`config.mk`:
```
export PLATFORM = sky130hd
export DESIGN_NAME = cpu_core_register_file
export DESIGN_NICKNAME = d
export VERILOG_FILES = /design/src/core/cpu_regs_pkg.sv /design/src/core/cpu_core_register_file.sv
export SDC_FILE = /design/constraint.sdc
export NUM_CORES = 1
export LEC_CHECK = 0
export ABC_AREA = 1
export ABC_CLOCK_PERIOD_IN_PS = 2029
export BUFFER_PORTS_ARGS = -buffer_cell sky130_fd_sc_hd__buf_2
export CAP_MARGIN = 10
export CORE_ASPECT_RATIO = 1.4
export CORE_MARGIN = 5
export CORE_UTILIZATION = 47
export CTS_CLUSTER_DIAMETER = 30
export CTS_CLUSTER_SIZE = 12
export DETAILED_ROUTE_END_ITERATION = 10
export PLACE_DENSITY = 0.78
export SLEW_MARGIN = 40
export SYNTH_ARGS = -nofsm -noshare
export SYNTH_HDL_FRONTEND = slang
export SYNTH_SLANG_ARGS = --single-unit
```
`constraint.sdc`:
```
create_clock -name clk_sys -period 2.03 [get_ports clk_sys]
set_input_delay 0.1015 -clock clk_sys [delete_from_list [all_inputs] [get_ports clk_sys]]
set_output_delay 0.1015 -clock clk_sys [all_outputs]
set_load 0.1 [all_outputs]
```
`src/core/cpu_regs_pkg.sv`:
```
// Constants, encodings and carriers shared by the CPU register file
package cpu_regs_pkg;

    // ========================================================
    // Condition flag layout
    localparam int CC_H = 4;
    localparam int CC_I = 3;
    localparam int CC_N = 2;
    localparam int CC_Z = 1;
    localparam int CC_C = 0;
    localparam logic [2:0] CC_FIXED = 3'h7;

    // ========================================================
    // Reset values
    localparam logic [7:0] A_RESET = 8'h00;
    localparam logic [7:0] X_RESET = 8'h00;
    localparam logic [7:0] Y_RESET = 8'h00;
    localparam logic [15:0] PC_RESET = 16'h0000;
    localparam logic FLAG_RESET = 1'b0;
    localparam logic MASK_RESET = 1'b1;

    // ========================================================
    // Stack geometry: upper bits fixed, stack at top of work RAM
    localparam logic [8:0] SP_UPPER = 9'h003;
    localparam logic [6:0] SP_LOW_RESET = 7'h7f;
    localparam logic [2:0] IRQ_FRAME = 3'h5;
    localparam logic [2:0] CALL_FRAME = 3'h2;
    localparam logic [2:0] CC_FRAME = 3'h1;

    // ========================================================
    // Encodings
    typedef enum logic [2:0] {cmd_none, cmd_call, cmd_ret, cmd_trap,
        cmd_interrupt_return_instruction, cmd_push_cc, cmd_pop_cc} cmd_e;
    typedef enum logic [2:0] {fl_h, fl_i, fl_n, fl_z, fl_c} flag_sel_e;
    typedef enum logic [1:0] {k_irq, k_call, k_cc} kind_e;
    typedef enum logic [2:0] {b_pcl, b_pch, b_x, b_a, b_cc} byte_sel_e;

    // ========================================================
    // Carriers
    typedef struct packed {
        logic valid;
        logic is_add;
        logic with_carry;
        logic upd_c;
        logic carry;
        logic [7:0] opnd_a;
        logic [7:0] opnd_b;
        logic [7:0] result;
    } alu_s;

    typedef struct packed {
        logic a_en;
        logic idx_en;
        logic sp_en;
        logic pc_en;
        logic pc_inc;
        logic [7:0] data;
        logic [15:0] pc;
    } reg_wr_s;

    typedef struct packed {
        logic set_mask;
        logic reset_mask;
        logic set_carry;
        logic clear_carry;
        logic reset_sp;
    } flag_cmd_s;

endpackage

```
`src/core/cpu_core_register_file.sv`:
```
// Programmer-visible register set and stack sequencer of the CPU core
`timescale 1ns/1ps
module cpu_core_register_file
    import cpu_regs_pkg::*;
(
    input wire logic clk_sys,
    input wire logic resetn,
    input wire reg_wr_s reg_wr,
    input wire alu_s alu,
    input wire flag_cmd_s flag_cmd,
    input wire cmd_e cmd,
    input wire logic prefix_second,
    input wire logic instr_done,
    input wire logic instr_boundary,
    input wire logic irq_req,
    input wire logic br_req,
    input wire flag_sel_e br_flag,
    input wire logic br_if_set,
    input wire logic [7:0] stk_rdata,
    output logic [7:0] a_q,
    output logic [7:0] x_q,
    output logic [7:0] y_q,
    output logic [7:0] index_q,
    output logic [15:0] pc_q,
    output logic [7:0] cc_q,
    output logic [15:0] sp_q,
    output logic [15:0] stk_addr_q,
    output logic [7:0] stk_wdata_q,
    output logic stk_we_q,
    output logic stk_re_q,
    output logic busy_q,
    output logic br_valid_q,
    output logic br_take_q,
    output logic irq_take_q,
    output logic pending_q
);

    // ========================================================
    // Frame layout helpers
    function automatic logic [2:0] len_of(kind_e k);
        case (k)
            k_irq: len_of = IRQ_FRAME;
            k_call: len_of = CALL_FRAME;
            default: len_of = CC_FRAME;
        endcase
    endfunction

    // Push order; pops walk it backwards
    function automatic byte_sel_e sel_of(kind_e k, logic [2:0] i);
        if (k == k_cc)
            sel_of = b_cc;
        else
            case (i)
                3'h0: sel_of = b_pcl;
                3'h1: sel_of = b_pch;
                3'h2: sel_of = b_x;
                3'h3: sel_of = b_a;
                default: sel_of = b_cc;
            endcase
    endfunction

    typedef enum logic [1:0] {st_idle, st_push, st_pop_rd, st_pop_cap}
        state_e;

    state_e state_q;
    kind_e kind_q;
    logic [2:0] step_q;
    logic [6:0] sp_lo_q;
    logic prefix_q;
    logic h_q, i_q, n_q, z_q, c_q;
    logic idle, last, push_last, pop_last, cap_en, irq_go, cap_cc;
    logic [2:0] len;
    byte_sel_e push_sel, cap_sel;
    logic [7:0] push_val;
    logic [4:0] nib_sum;

    // ========================================================
    // Sequencer decode
    always_comb
    begin
        len = len_of(kind_q);
        idle = state_q == st_idle;
        last = step_q == 3'(len - 3'h1);
        push_last = state_q == st_push && last;
        pop_last = state_q == st_pop_cap && last;
        cap_en = state_q == st_pop_cap;
        push_sel = sel_of(kind_q, step_q);
        cap_sel = sel_of(kind_q, 3'(len - 3'h1 - step_q));
        cap_cc = cap_en && cap_sel == b_cc;
        irq_go = idle && instr_boundary && pending_q && !i_q
            && cmd == cmd_none;
    end

    // Byte offered to the stack on each push step
    always_comb
    begin
        case (push_sel)
            b_pcl: push_val = pc_q[7:0];
            b_pch: push_val = pc_q[15:8];
            b_x: push_val = x_q;
            b_a: push_val = a_q;
            default: push_val = cc_q;
        endcase
    end

    // ========================================================
    // Stack frame sequencer; commands are ignored while busy
    always_ff @(posedge clk_sys)
    begin
        if (!resetn)
        begin
            state_q <= st_idle;
            kind_q <= k_cc;
            step_q <= 3'h0;
            busy_q <= 1'b0;
        end
        else
        begin
            case (state_q)
                st_idle:
                begin
                    step_q <= 3'h0;
                    if (irq_go || cmd == cmd_trap)
                    begin
                        kind_q <= k_irq;
                        state_q <= st_push;
                        busy_q <= 1'b1;
                    end
                    else if (cmd != cmd_none)
                    begin
                        busy_q <= 1'b1;
                        case (cmd)
                            cmd_call: kind_q <= k_call;
                            cmd_ret: kind_q <= k_call;
                            cmd_interrupt_return_instruction: kind_q <= k_irq;
                            default: kind_q <= k_cc;
                        endcase
                        if (cmd == cmd_call || cmd == cmd_push_cc)
                            state_q <= st_push;
                        else
                            state_q <= st_pop_rd;
                    end
                end
                st_push:
                begin
                    step_q <= 3'(step_q + 3'h1);
                    if (last)
                    begin
                        state_q <= st_idle;
                        busy_q <= 1'b0;
                    end
                end
                st_pop_rd:
                    state_q <= st_pop_cap;
                st_pop_cap:
                begin
                    step_q <= 3'(step_q + 3'h1);
                    if (last)
                    begin
                        state_q <= st_idle;
                        busy_q <= 1'b0;
                    end
                    else
                        state_q <= st_pop_rd;
                end
                default:
                begin
                    state_q <= st_idle;
                    busy_q <= 1'b0;
                end
            endcase
        end
    end

    // ========================================================
    // Stack pointer: 7-bit counter wraps with no overflow flag
    always_ff @(posedge clk_sys)
    begin
        if (!resetn)
            sp_lo_q <= SP_LOW_RESET;
        else if (state_q == st_push)
            sp_lo_q <= 7'(sp_lo_q - 7'h1);
        else if (state_q == st_pop_rd)
            sp_lo_q <= 7'(sp_lo_q + 7'h1);
        else if (idle && flag_cmd.reset_sp)
            sp_lo_q <= SP_LOW_RESET;
        else if (idle && reg_wr.sp_en)
            sp_lo_q <= reg_wr.data[6:0];
    end

    // Only seven bits are stored; the rest is wired constant
    assign sp_q = {SP_UPPER, sp_lo_q};

    // Stack memory port; read data is taken while stk_re_q is high
    always_ff @(posedge clk_sys)
    begin
        if (!resetn)
        begin
            stk_we_q <= 1'b0;
            stk_re_q <= 1'b0;
            stk_addr_q <= 16'h0000;
            stk_wdata_q <= 8'h00;
        end
        else
        begin
            stk_we_q <= state_q == st_push;
            stk_re_q <= state_q == st_pop_rd;
            if (state_q == st_push)
            begin
                stk_addr_q <= sp_q;
                stk_wdata_q <= push_val;
            end
            else if (state_q == st_pop_rd)
                stk_addr_q <= {SP_UPPER, 7'(sp_lo_q + 7'h1)};
        end
    end

    // ========================================================
    // Data registers; outside writes are dropped while a frame runs
    always_ff @(posedge clk_sys)
    begin
        if (!resetn)
            a_q <= A_RESET;
        else if (cap_en && cap_sel == b_a)
            a_q <= stk_rdata;
        else if (idle && reg_wr.a_en)
            a_q <= reg_wr.data;
    end

    // Index writes follow the prefix; frames skip the second one
    always_ff @(posedge clk_sys)
    begin
        if (!resetn)
        begin
            x_q <= X_RESET;
            y_q <= Y_RESET;
        end
        else if (cap_en && cap_sel == b_x)
            x_q <= stk_rdata;
        else if (idle && reg_wr.idx_en)
        begin
            if (prefix_q)
                y_q <= reg_wr.data;
            else
                x_q <= reg_wr.data;
        end
    end

    // Prefix lasts one instruction; a new prefix beats the end mark
    always_ff @(posedge clk_sys)
    begin
        if (!resetn)
            prefix_q <= 1'b0;
        else if (prefix_second)
            prefix_q <= 1'b1;
        else if (instr_done)
            prefix_q <= 1'b0;
    end

    // Address index lags the index registers by one cycle
    always_ff @(posedge clk_sys)
    begin
        if (!resetn)
            index_q <= X_RESET;
        else
            index_q <= prefix_q ? y_q : x_q;
    end

    // Program counter, restored byte-wise from the stack
    always_ff @(posedge clk_sys)
    begin
        if (!resetn)
            pc_q <= PC_RESET;
        else if (cap_en && cap_sel == b_pcl)
            pc_q[7:0] <= stk_rdata;
        else if (cap_en && cap_sel == b_pch)
            pc_q[15:8] <= stk_rdata;
        else if (idle && reg_wr.pc_en)
            pc_q <= reg_wr.pc;
        else if (idle && reg_wr.pc_inc)
            pc_q <= 16'(pc_q + 16'h0001);
    end

    // ========================================================
    // Condition flags
    assign nib_sum = {1'b0, alu.opnd_a[3:0]} + {1'b0, alu.opnd_b[3:0]}
        + {4'h0, alu.with_carry & c_q};

    // Later statements win, so mask entry/return override the rest
    always_ff @(posedge clk_sys)
    begin
        if (!resetn)
        begin
            h_q <= FLAG_RESET;
            i_q <= MASK_RESET;
            n_q <= FLAG_RESET;
            z_q <= FLAG_RESET;
            c_q <= FLAG_RESET;
        end
        else
        begin
            if (cap_cc)
            begin
                h_q <= stk_rdata[CC_H];
                i_q <= stk_rdata[CC_I];
                n_q <= stk_rdata[CC_N];
                z_q <= stk_rdata[CC_Z];
                c_q <= stk_rdata[CC_C];
            end
            else if (idle)
            begin
                if (alu.valid)
                begin
                    n_q <= alu.result[7];
                    z_q <= alu.result == 8'h00;
                    if (alu.is_add)
                        h_q <= nib_sum[4];
                    if (alu.upd_c)
                        c_q <= alu.carry;
                end
                if (flag_cmd.set_carry)
                    c_q <= 1'b1;
                if (flag_cmd.clear_carry)
                    c_q <= 1'b0;
                if (flag_cmd.set_mask)
                    i_q <= 1'b1;
                if (flag_cmd.reset_mask)
                    i_q <= 1'b0;
            end
            if (push_last && kind_q == k_irq)
                i_q <= 1'b1;
            if (pop_last && kind_q == k_irq)
                i_q <= 1'b0;
        end
    end

    assign cc_q = {CC_FIXED, h_q, i_q, n_q, z_q, c_q};

    // ========================================================
    // Pending request latch; a new request beats the clear
    always_ff @(posedge clk_sys)
    begin
        if (!resetn)
        begin
            pending_q <= 1'b0;
            irq_take_q <= 1'b0;
        end
        else
        begin
            pending_q <= irq_req | (pending_q & ~irq_go);
            irq_take_q <= irq_go;
        end
    end

    // Branch condition evaluation
    always_ff @(posedge clk_sys)
    begin
        if (!resetn)
        begin
            br_valid_q <= 1'b0;
            br_take_q <= 1'b0;
        end
        else
        begin
            br_valid_q <= br_req;
            case (br_flag)
                fl_h: br_take_q <= br_req && h_q == br_if_set;
                fl_i: br_take_q <= br_req && i_q == br_if_set;
                fl_n: br_take_q <= br_req && n_q == br_if_set;
                fl_z: br_take_q <= br_req && z_q == br_if_set;
                default: br_take_q <= br_req && c_q == br_if_set;
            endcase
        end
    end
endmodule

```
# Yosys cells after proc, flatten, opt, wreduce, memory -nomap -nowiden
# Index checks and enable logic that the tools add are counted.
[word_totals] memories=0 regBits=92 mem_bits_ro=0 elab_cells=204 output_inout_bits=103 latch_bits=0 ram_bits=0
[classes] n_mul=0 order_cmp=0 n_eq_ne=37 shifts=0 n_div=0 n_mux=62 addsub=8 reduce_logical=66 n_bitwise=6
[ops] op="8-bit two-way mux" count=9
[ops] op="3-bit by 2-bit == test with 1-bit output (second input constant)" count=12
[ops] op="16-bit two-way mux" count=2
[ops] op="8-bit case mux with 4 select lines" count=1
[ops] op="7-bit two-way mux" count=4
[ops] op="1-bit two-way mux" count=27
[ops] op="1-bit logical AND" count=24
[ops] op="3-bit case mux with 4 select lines" count=2
[ops] op="3-bit by 1-bit == test with 1-bit output (second input constant)" count=6
[ops] op="3-bit zero test" count=6
[ops] op="9-bit two-way mux" count=2
[ops] op="2-bit nonzero test" count=9
[ops] op="16-bit by 1-bit adder with 16-bit output (second input constant)" count=1
[ops] op="4-bit nonzero test" count=4
[ops] op="2-bit two-way mux" count=7
[ops] op="2-bit AND reduction" count=7
[ops] op="3-bit case mux with 2 select lines" count=2
[ops] op="3-bit AND reduction" count=4
[ops] op="3-bit == test (second input constant)" count=3
[ops] op="3-bit nonzero test" count=3
[ops] op="8-bit zero test" count=1
[ops] op="2-bit case mux with 4 select lines" count=1
[ops] op="7-bit by 1-bit adder with 7-bit output (second input constant)" count=1
[ops] op="7-bit by 1-bit subtractor with 7-bit output (second input constant)" count=1
[ops] op="other kinds (24)" count=40

# Logic depth before layout (Yosys ltp)
[depth] word_depth=12 depth_mapped=15 ltp_nobuf=14

# Worst setup path after synthesis
# No wires, ideal clock.
[synth_timing] kind="register -> register" start="register pc_q[0]" end="register pc_q[12]" setup_ps=120 slack_ps=-260 required_ps=1910 synth_period_minus_slack_ps=2290 arrival_ps=2169 path_stages_with_launch=11 path_cell_list="dfxtp_1 ha_1 nand2_1 nor2_1 nand3_1 nand2_1 inv_1 o21ai_0 nand3_1 nand2_1 a21oi_1"
[synth_via] elab_chain_len=4
[synth_lines] element="start: declaration" line="cpu_core_register_file.sv:24" text="output logic [15:0] pc_q,"
[synth_lines] element="start signal: assignment" line="cpu_core_register_file.sv:275" text="pc_q[7:0] <= stk_rdata;"
[synth_lines] element="start signal: assignment" line="cpu_core_register_file.sv:279" text="pc_q <= reg_wr.pc;"
[synth_lines] element="start signal: assignment" line="cpu_core_register_file.sv:281" text="pc_q <= 16'(pc_q + 16'h0001);"
[synth_lines] element="16-bit by 1-bit adder with 16-bit output" line="cpu_core_register_file.sv:281"
[synth_lines] element="16-bit two-way mux" line="cpu_core_register_file.sv:280" text="else if (idle && reg_wr.pc_inc)"
[synth_lines] element="16-bit two-way mux" line="cpu_core_register_file.sv:278" text="else if (idle && reg_wr.pc_en)"
[synth_lines] element="8-bit two-way mux" line="cpu_core_register_file.sv:276" text="else if (cap_en && cap_sel == b_pch)"
# No other way between the ends. The select of a mux whose other input is x is not followed.
# A chain may end at the register's enable or synchronous reset.

# Worst setup path after layout
[layout_timing] start="register kind_q[1]" end="register pc_q[9]"
[layout_via] elab_chain_len=11 word_cells_on_any_way=20 cone_classes="add/sub: 2; eq/ne: 6; mux: 4; bitwise: 1; reduce/logical: 7"
[layout_lines] element="start: declaration" line="cpu_core_register_file.sv:66" text="kind_e kind_q;"
[layout_lines] element="start signal: assignment" line="cpu_core_register_file.sv:113" text="kind_q <= k_cc;"
[layout_lines] element="start signal: assignment" line="cpu_core_register_file.sv:125" text="kind_q <= k_irq;"
[layout_lines] element="start signal: assignment" line="cpu_core_register_file.sv:133" text="cmd_call: kind_q <= k_call;"
[layout_lines] element="2-bit by 1-bit == test with 1-bit output or 2-bit zero test (tied branches)" line="cpu_core_register_file.sv:41" text="case (k)"
[layout_lines] element="3-bit case mux with 2 select lines" line="cpu_core_register_file.sv:41"
[layout_lines] element="3-bit by 1-bit subtractor with 3-bit output" line="cpu_core_register_file.sv:88" text="cap_sel = sel_of(kind_q, 3'(len - 3'h1 - step_q));"
[layout_lines] element="3-bit subtractor" line="cpu_core_register_file.sv:88"
[layout_lines] element="3-bit by 2-bit == test with 1-bit output, or another cell as far along" line="cpu_core_register_file.sv:53" text="case (i)"
[layout_lines] element="3-bit case mux with 4 select lines" line="cpu_core_register_file.sv:53"
[layout_lines] element="3-bit two-way mux *" line="cpu_core_register_file.sv:50" text="if (k == k_cc)"
[layout_lines] element="3-bit by 1-bit == test with 1-bit output or 3-bit zero test (tied branches)" line="cpu_core_register_file.sv:276, cpu_core_register_file.sv:274"
[layout_lines] element="1-bit logical AND (on tied branches)" line="cpu_core_register_file.sv:276, cpu_core_register_file.sv:274"
[layout_lines] element="3-bit nonzero test (no line) or 1-bit inverter (tied branches)"
[layout_lines] element="2-bit AND reduction (no line)"
[layout_lines] element="end signal: assignment" line="cpu_core_register_file.sv:277" text="pc_q[15:8] <= stk_rdata;"
[layout_lines] element="end signal: assignment" line="cpu_core_register_file.sv:279"
[layout_lines] element="end signal: assignment" line="cpu_core_register_file.sv:281"
# Every way passes the cells marked *; elsewhere a longest branch is shown, timed or not.

==> results.md <==
* Largest net degree at the start of global routing at 57
* Setup_tns at -139 ps
* Slew @ Worst Pin at 584 ps
* Clock Skews at 5.29 ps
* Die area at around 14000 µm²
* Post-synthesis mux area share at 0%
* Layout area overhead at 29.4%
* Final hold viol count at 0
* Vias in the first global route at 6134
* Global route overflow at 0
* Max Fclk at 0.477 GHz
* Via density at 5.37
* Outcome: finished with violations
* Largest family of logic cells by synthesized area: simple AND/OR/NAND/NOR gates
* Register clock-pin slew on the reported worst setup and hold paths at roughly 60 ps
* Synth area leaders: dfxtp_1 (32%), nand2_1 (15%), nor2_1 (8.1%), o21ai_0 (6.8%), nand3_1 (6.1%)
* Biggest area consumer among synthesized cells: dfxtp_1
* DPL Wire Length at 14.5 mm
* Static Leak at 3.83 nW
* Synth Area in Simple Gates at 35.4%
* Number of CTS-inserted buffers at 9
* Synth Area in XOR/XNOR at 0.922%
* TritonCTS clock tree: yes
* Netlist cell types at 41
* Pins Over Slew Limit at 0
* DRT antenna net count at 0
* WP data required at 2270 ps
* # nets final at 1179
* Total GRT Usage at 25.8%
* Effective utilization at floorplan at 48.0%
* Final core occ at 62.1%
* Top cell type's share of synthesized area at 32.0%
* Max FO, Critical Path at 5
* Fillers at 1094
* Vias at about 6600
* CP Capture Type: register
* Failing checks: setup timing
* Deepest clock path buffer count at 2
* H-tree Lvls at 3
* Post-synthesis sequential area ratio at 32.0%
* Layout cell share with drive strength beyond 1 at 27.1%
* Clk sinks at 91
* Rows at 47
* WS Path Type: reg2reg
* Pwr Density at 1720 nW/µm²
* Clock root cell: clkbuf_16
* Setup ws final at -65.8 ps
* Min cycle time layout at around 2100 ps
* WHS at 19.7 ps
* Relative slew slack at about three fifths
* Synth Area in Compound Gates at 15.0%
* Max-Cap Viols at 0
* Synth Cell Area at 5700 µm²
* Area share of fa/ha/maj cells after synthesis at around 4.7%
* Iteration-0 DRC Markers at 500
* Post-DR wirelength/cell at 15.9 µm
* Worst-Skew Late Latency at 340 ps
* Synth Register Bits at 91
* Antenna Cells at 0
* VDD IR-drop max at 1.56 mV
* Final worst path period share at 103%
* RSZ-0062 raised after global routing: true
* Avg Inst Size Synth at 6.43 µm²
* DRC at 0
* First-pass GRT wire length at slightly below 30 mm
* Drt pass-1 iters at 6
* CP Launch Type: register
* Initial antenna violation count at 1
* HP Class: in2reg
* Input/output buffers at 160
* Core area at 11900 µm²
* Post-synthesis instance total at 886
* I/O pins at 188
* Endpoints failing setup at 5
* Arr. time, crit path at 2330 ps
* GPL Wtd Cong at 0.952
* Die height at 140 µm
* Routed wire length at between 15 and 20 mm
* Die X at around 100 µm
* Yosys warning count at 0
==> metal layers <==
metal | GRT usage, % | up-vias | share of wire [%]
met4 | 15.3 | 2 | 6.1
li1 | - | 3202 | -
met2 | 42.7 | 346 | 48
met1 | 29.8 | 2938 | 37
met3 | 5.52 | 89 | 9.0
met5 | 0 | - | 0.067
==> cells in the final DEF (no fill, tap or decap), drive strengths merged, types with 2 or more instances in the layout <==
master | synthesis | routed
o211ai | 8 | 8
nor4 | 2 | 2
nand3 | 73 | 73
clkbuf | 15 | 11
a211oi | 2 | 2
xnor2 | 4 | 4
buf | 37 | 204
xor2 | 2 | 2
inv | 89 | 90
o21ai | 82 | 82
or2 | 4 | 4
conb | 2 | 21
dfxtp | 91 | 91
nor2 | 129 | 129
dlygate4sd3 | 0 | 4
a21oi | 49 | 49
nor3 | 10 | 10
o21a | 2 | 2
a31oi | 5 | 5
o21bai | 7 | 7
nand3b | 5 | 5
clkinv | 3 | 7
nand4 | 12 | 12
ha | 20 | 20
nand2 | 229 | 229
==> cell families after synthesis <==
family / Yosys count
and+or+nand+nor: 464
AOI/OAI and AO/OA: 158
buffers and inverters: 144
other: 2
DFF: 91
adders and majority gates: 21
xor gates and xnor gates: 6
==> area by class of cell <==
cell class | count | area [µm²] | area share, %
Timing Repair Buffer | 209 | 1290 | 17.5
Clock inverter | 6 | 40.0 | 0.543
Clock buffer | 10 | 239 | 3.24
Tap cell | 147 | 184 | 2.49
Multi-Input combinational cell | 670 | 3440 | 46.6
Sequential cell | 91 | 1840 | 24.9
Inverter | 92 | 350 | 4.75
==> synthesized netlist by cell type <==
| library cell | n |
|---|---|
| a211o_1 | 1 |
| inv_2 | 3 |
| clkbuf_1 | 15 |
| conb_1 | 2 |
| nand3_2 | 1 |
| or2_1 | 1 |
| buf_6 | 4 |
| nor2_2 | 5 |
| buf_4 | 25 |
| nand3_1 | 70 |
| nor4_1 | 2 |
| nor2_8 | 1 |
| nor3_2 | 1 |
| nand4_1 | 10 |
| o311ai_0 | 1 |
| a21o_1 | 1 |
| nand4_2 | 2 |
| nor2_1 | 123 |
| o21ai_1 | 4 |
| a211oi_1 | 2 |
| nand3_4 | 2 |
| nand2_4 | 3 |
| fa_1 | 1 |
| o211ai_1 | 8 |
| clkinv_1 | 3 |
| o21a_1 | 2 |
| nand3b_1 | 5 |
| ha_1 | 20 |
| nand2_2 | 4 |
| o21bai_1 | 7 |
| buf_2 | 8 |
| a21oi_1 | 49 |
| or2_2 | 3 |
| nand2_1 | 222 |
| dfxtp_1 | 91 |
| xor2_1 | 2 |
| inv_1 | 86 |
| a31oi_1 | 5 |
| o21ai_0 | 78 |
| xnor2_1 | 4 |
| nor3_1 | 9 |
==> final timing paths <==
path / slack, ps / cells past startpoint / startpoint / to
max: -70 / 14 / kind_q[1] / pc_q[9]
max reg2reg: -70 / 14 / kind_q[1] / pc_q[9]
min: 20 / 3 / stk_rdata[3] / x_q[3]
min reg2reg: 460 / 2 / stk_wdata_q[1] / stk_wdata_q[1]
==> worst max-delay path, stage by stage, from the launching register on <==
cell and delay [ps]:
dfxtp_2 320, inv_2 60, nand2_2 60, ha_4 160, fa_2 530, nand2_1 60, inv_2 110, nand3_4 90
nand2_4 110, buf_12 140, nor2_1 50, nand2_1 110, nand3_2 80, nand2_1 60, inv_1 50
==> sequential cells by signal, summed over array words and instances (netlist names), 2 cells and up <==
register,count
a_q,8
index_q,8
kind_q,2
pc_q,16
sp_lo_q,7
state_q,2
step_q,3
stk_addr_q,8
stk_wdata_q,8
x_q,8
y_q,8
==> where the power goes <==
| part | internal (mW) | leakage (nW) | switching (mW) |
|---|---|---|---|
| sequential | 2.31 | 0.751 | 0.578 |
| clock | 0.864 | 0.139 | 0.724 |
| combinational | 2.01 | 2.94 | 6.21 |
| total | 5.18 | 3.83 | 7.51 |
==> stage by stage <==
step | setup WS (ps) | power (mW) | std cells | area [µm²]
CTS | -6.25 | 12.3 | 1222 | 7150
floorplan | 9.79 | 8.95 | 905 | 5790
finish | -65.8 | 12.7 | 1225 | 7380
global placement | -59.4 | 10.5 | 1200 | 6780
detailed placement | -109 | 10.6 | 1200 | 6780
global route | -159 | 13.4 | 1225 | 7380
==> what timing repair did <==
item	CTS	global route
hold buffers	4	0
gates resized for setup	5	45
endpoints found under the hold margin	4	0
pin swaps	5	20
endpoints found under the setup margin	22	47
cloned	1	1
setup buffers	1	2
(Power assumes the default switching activity.)
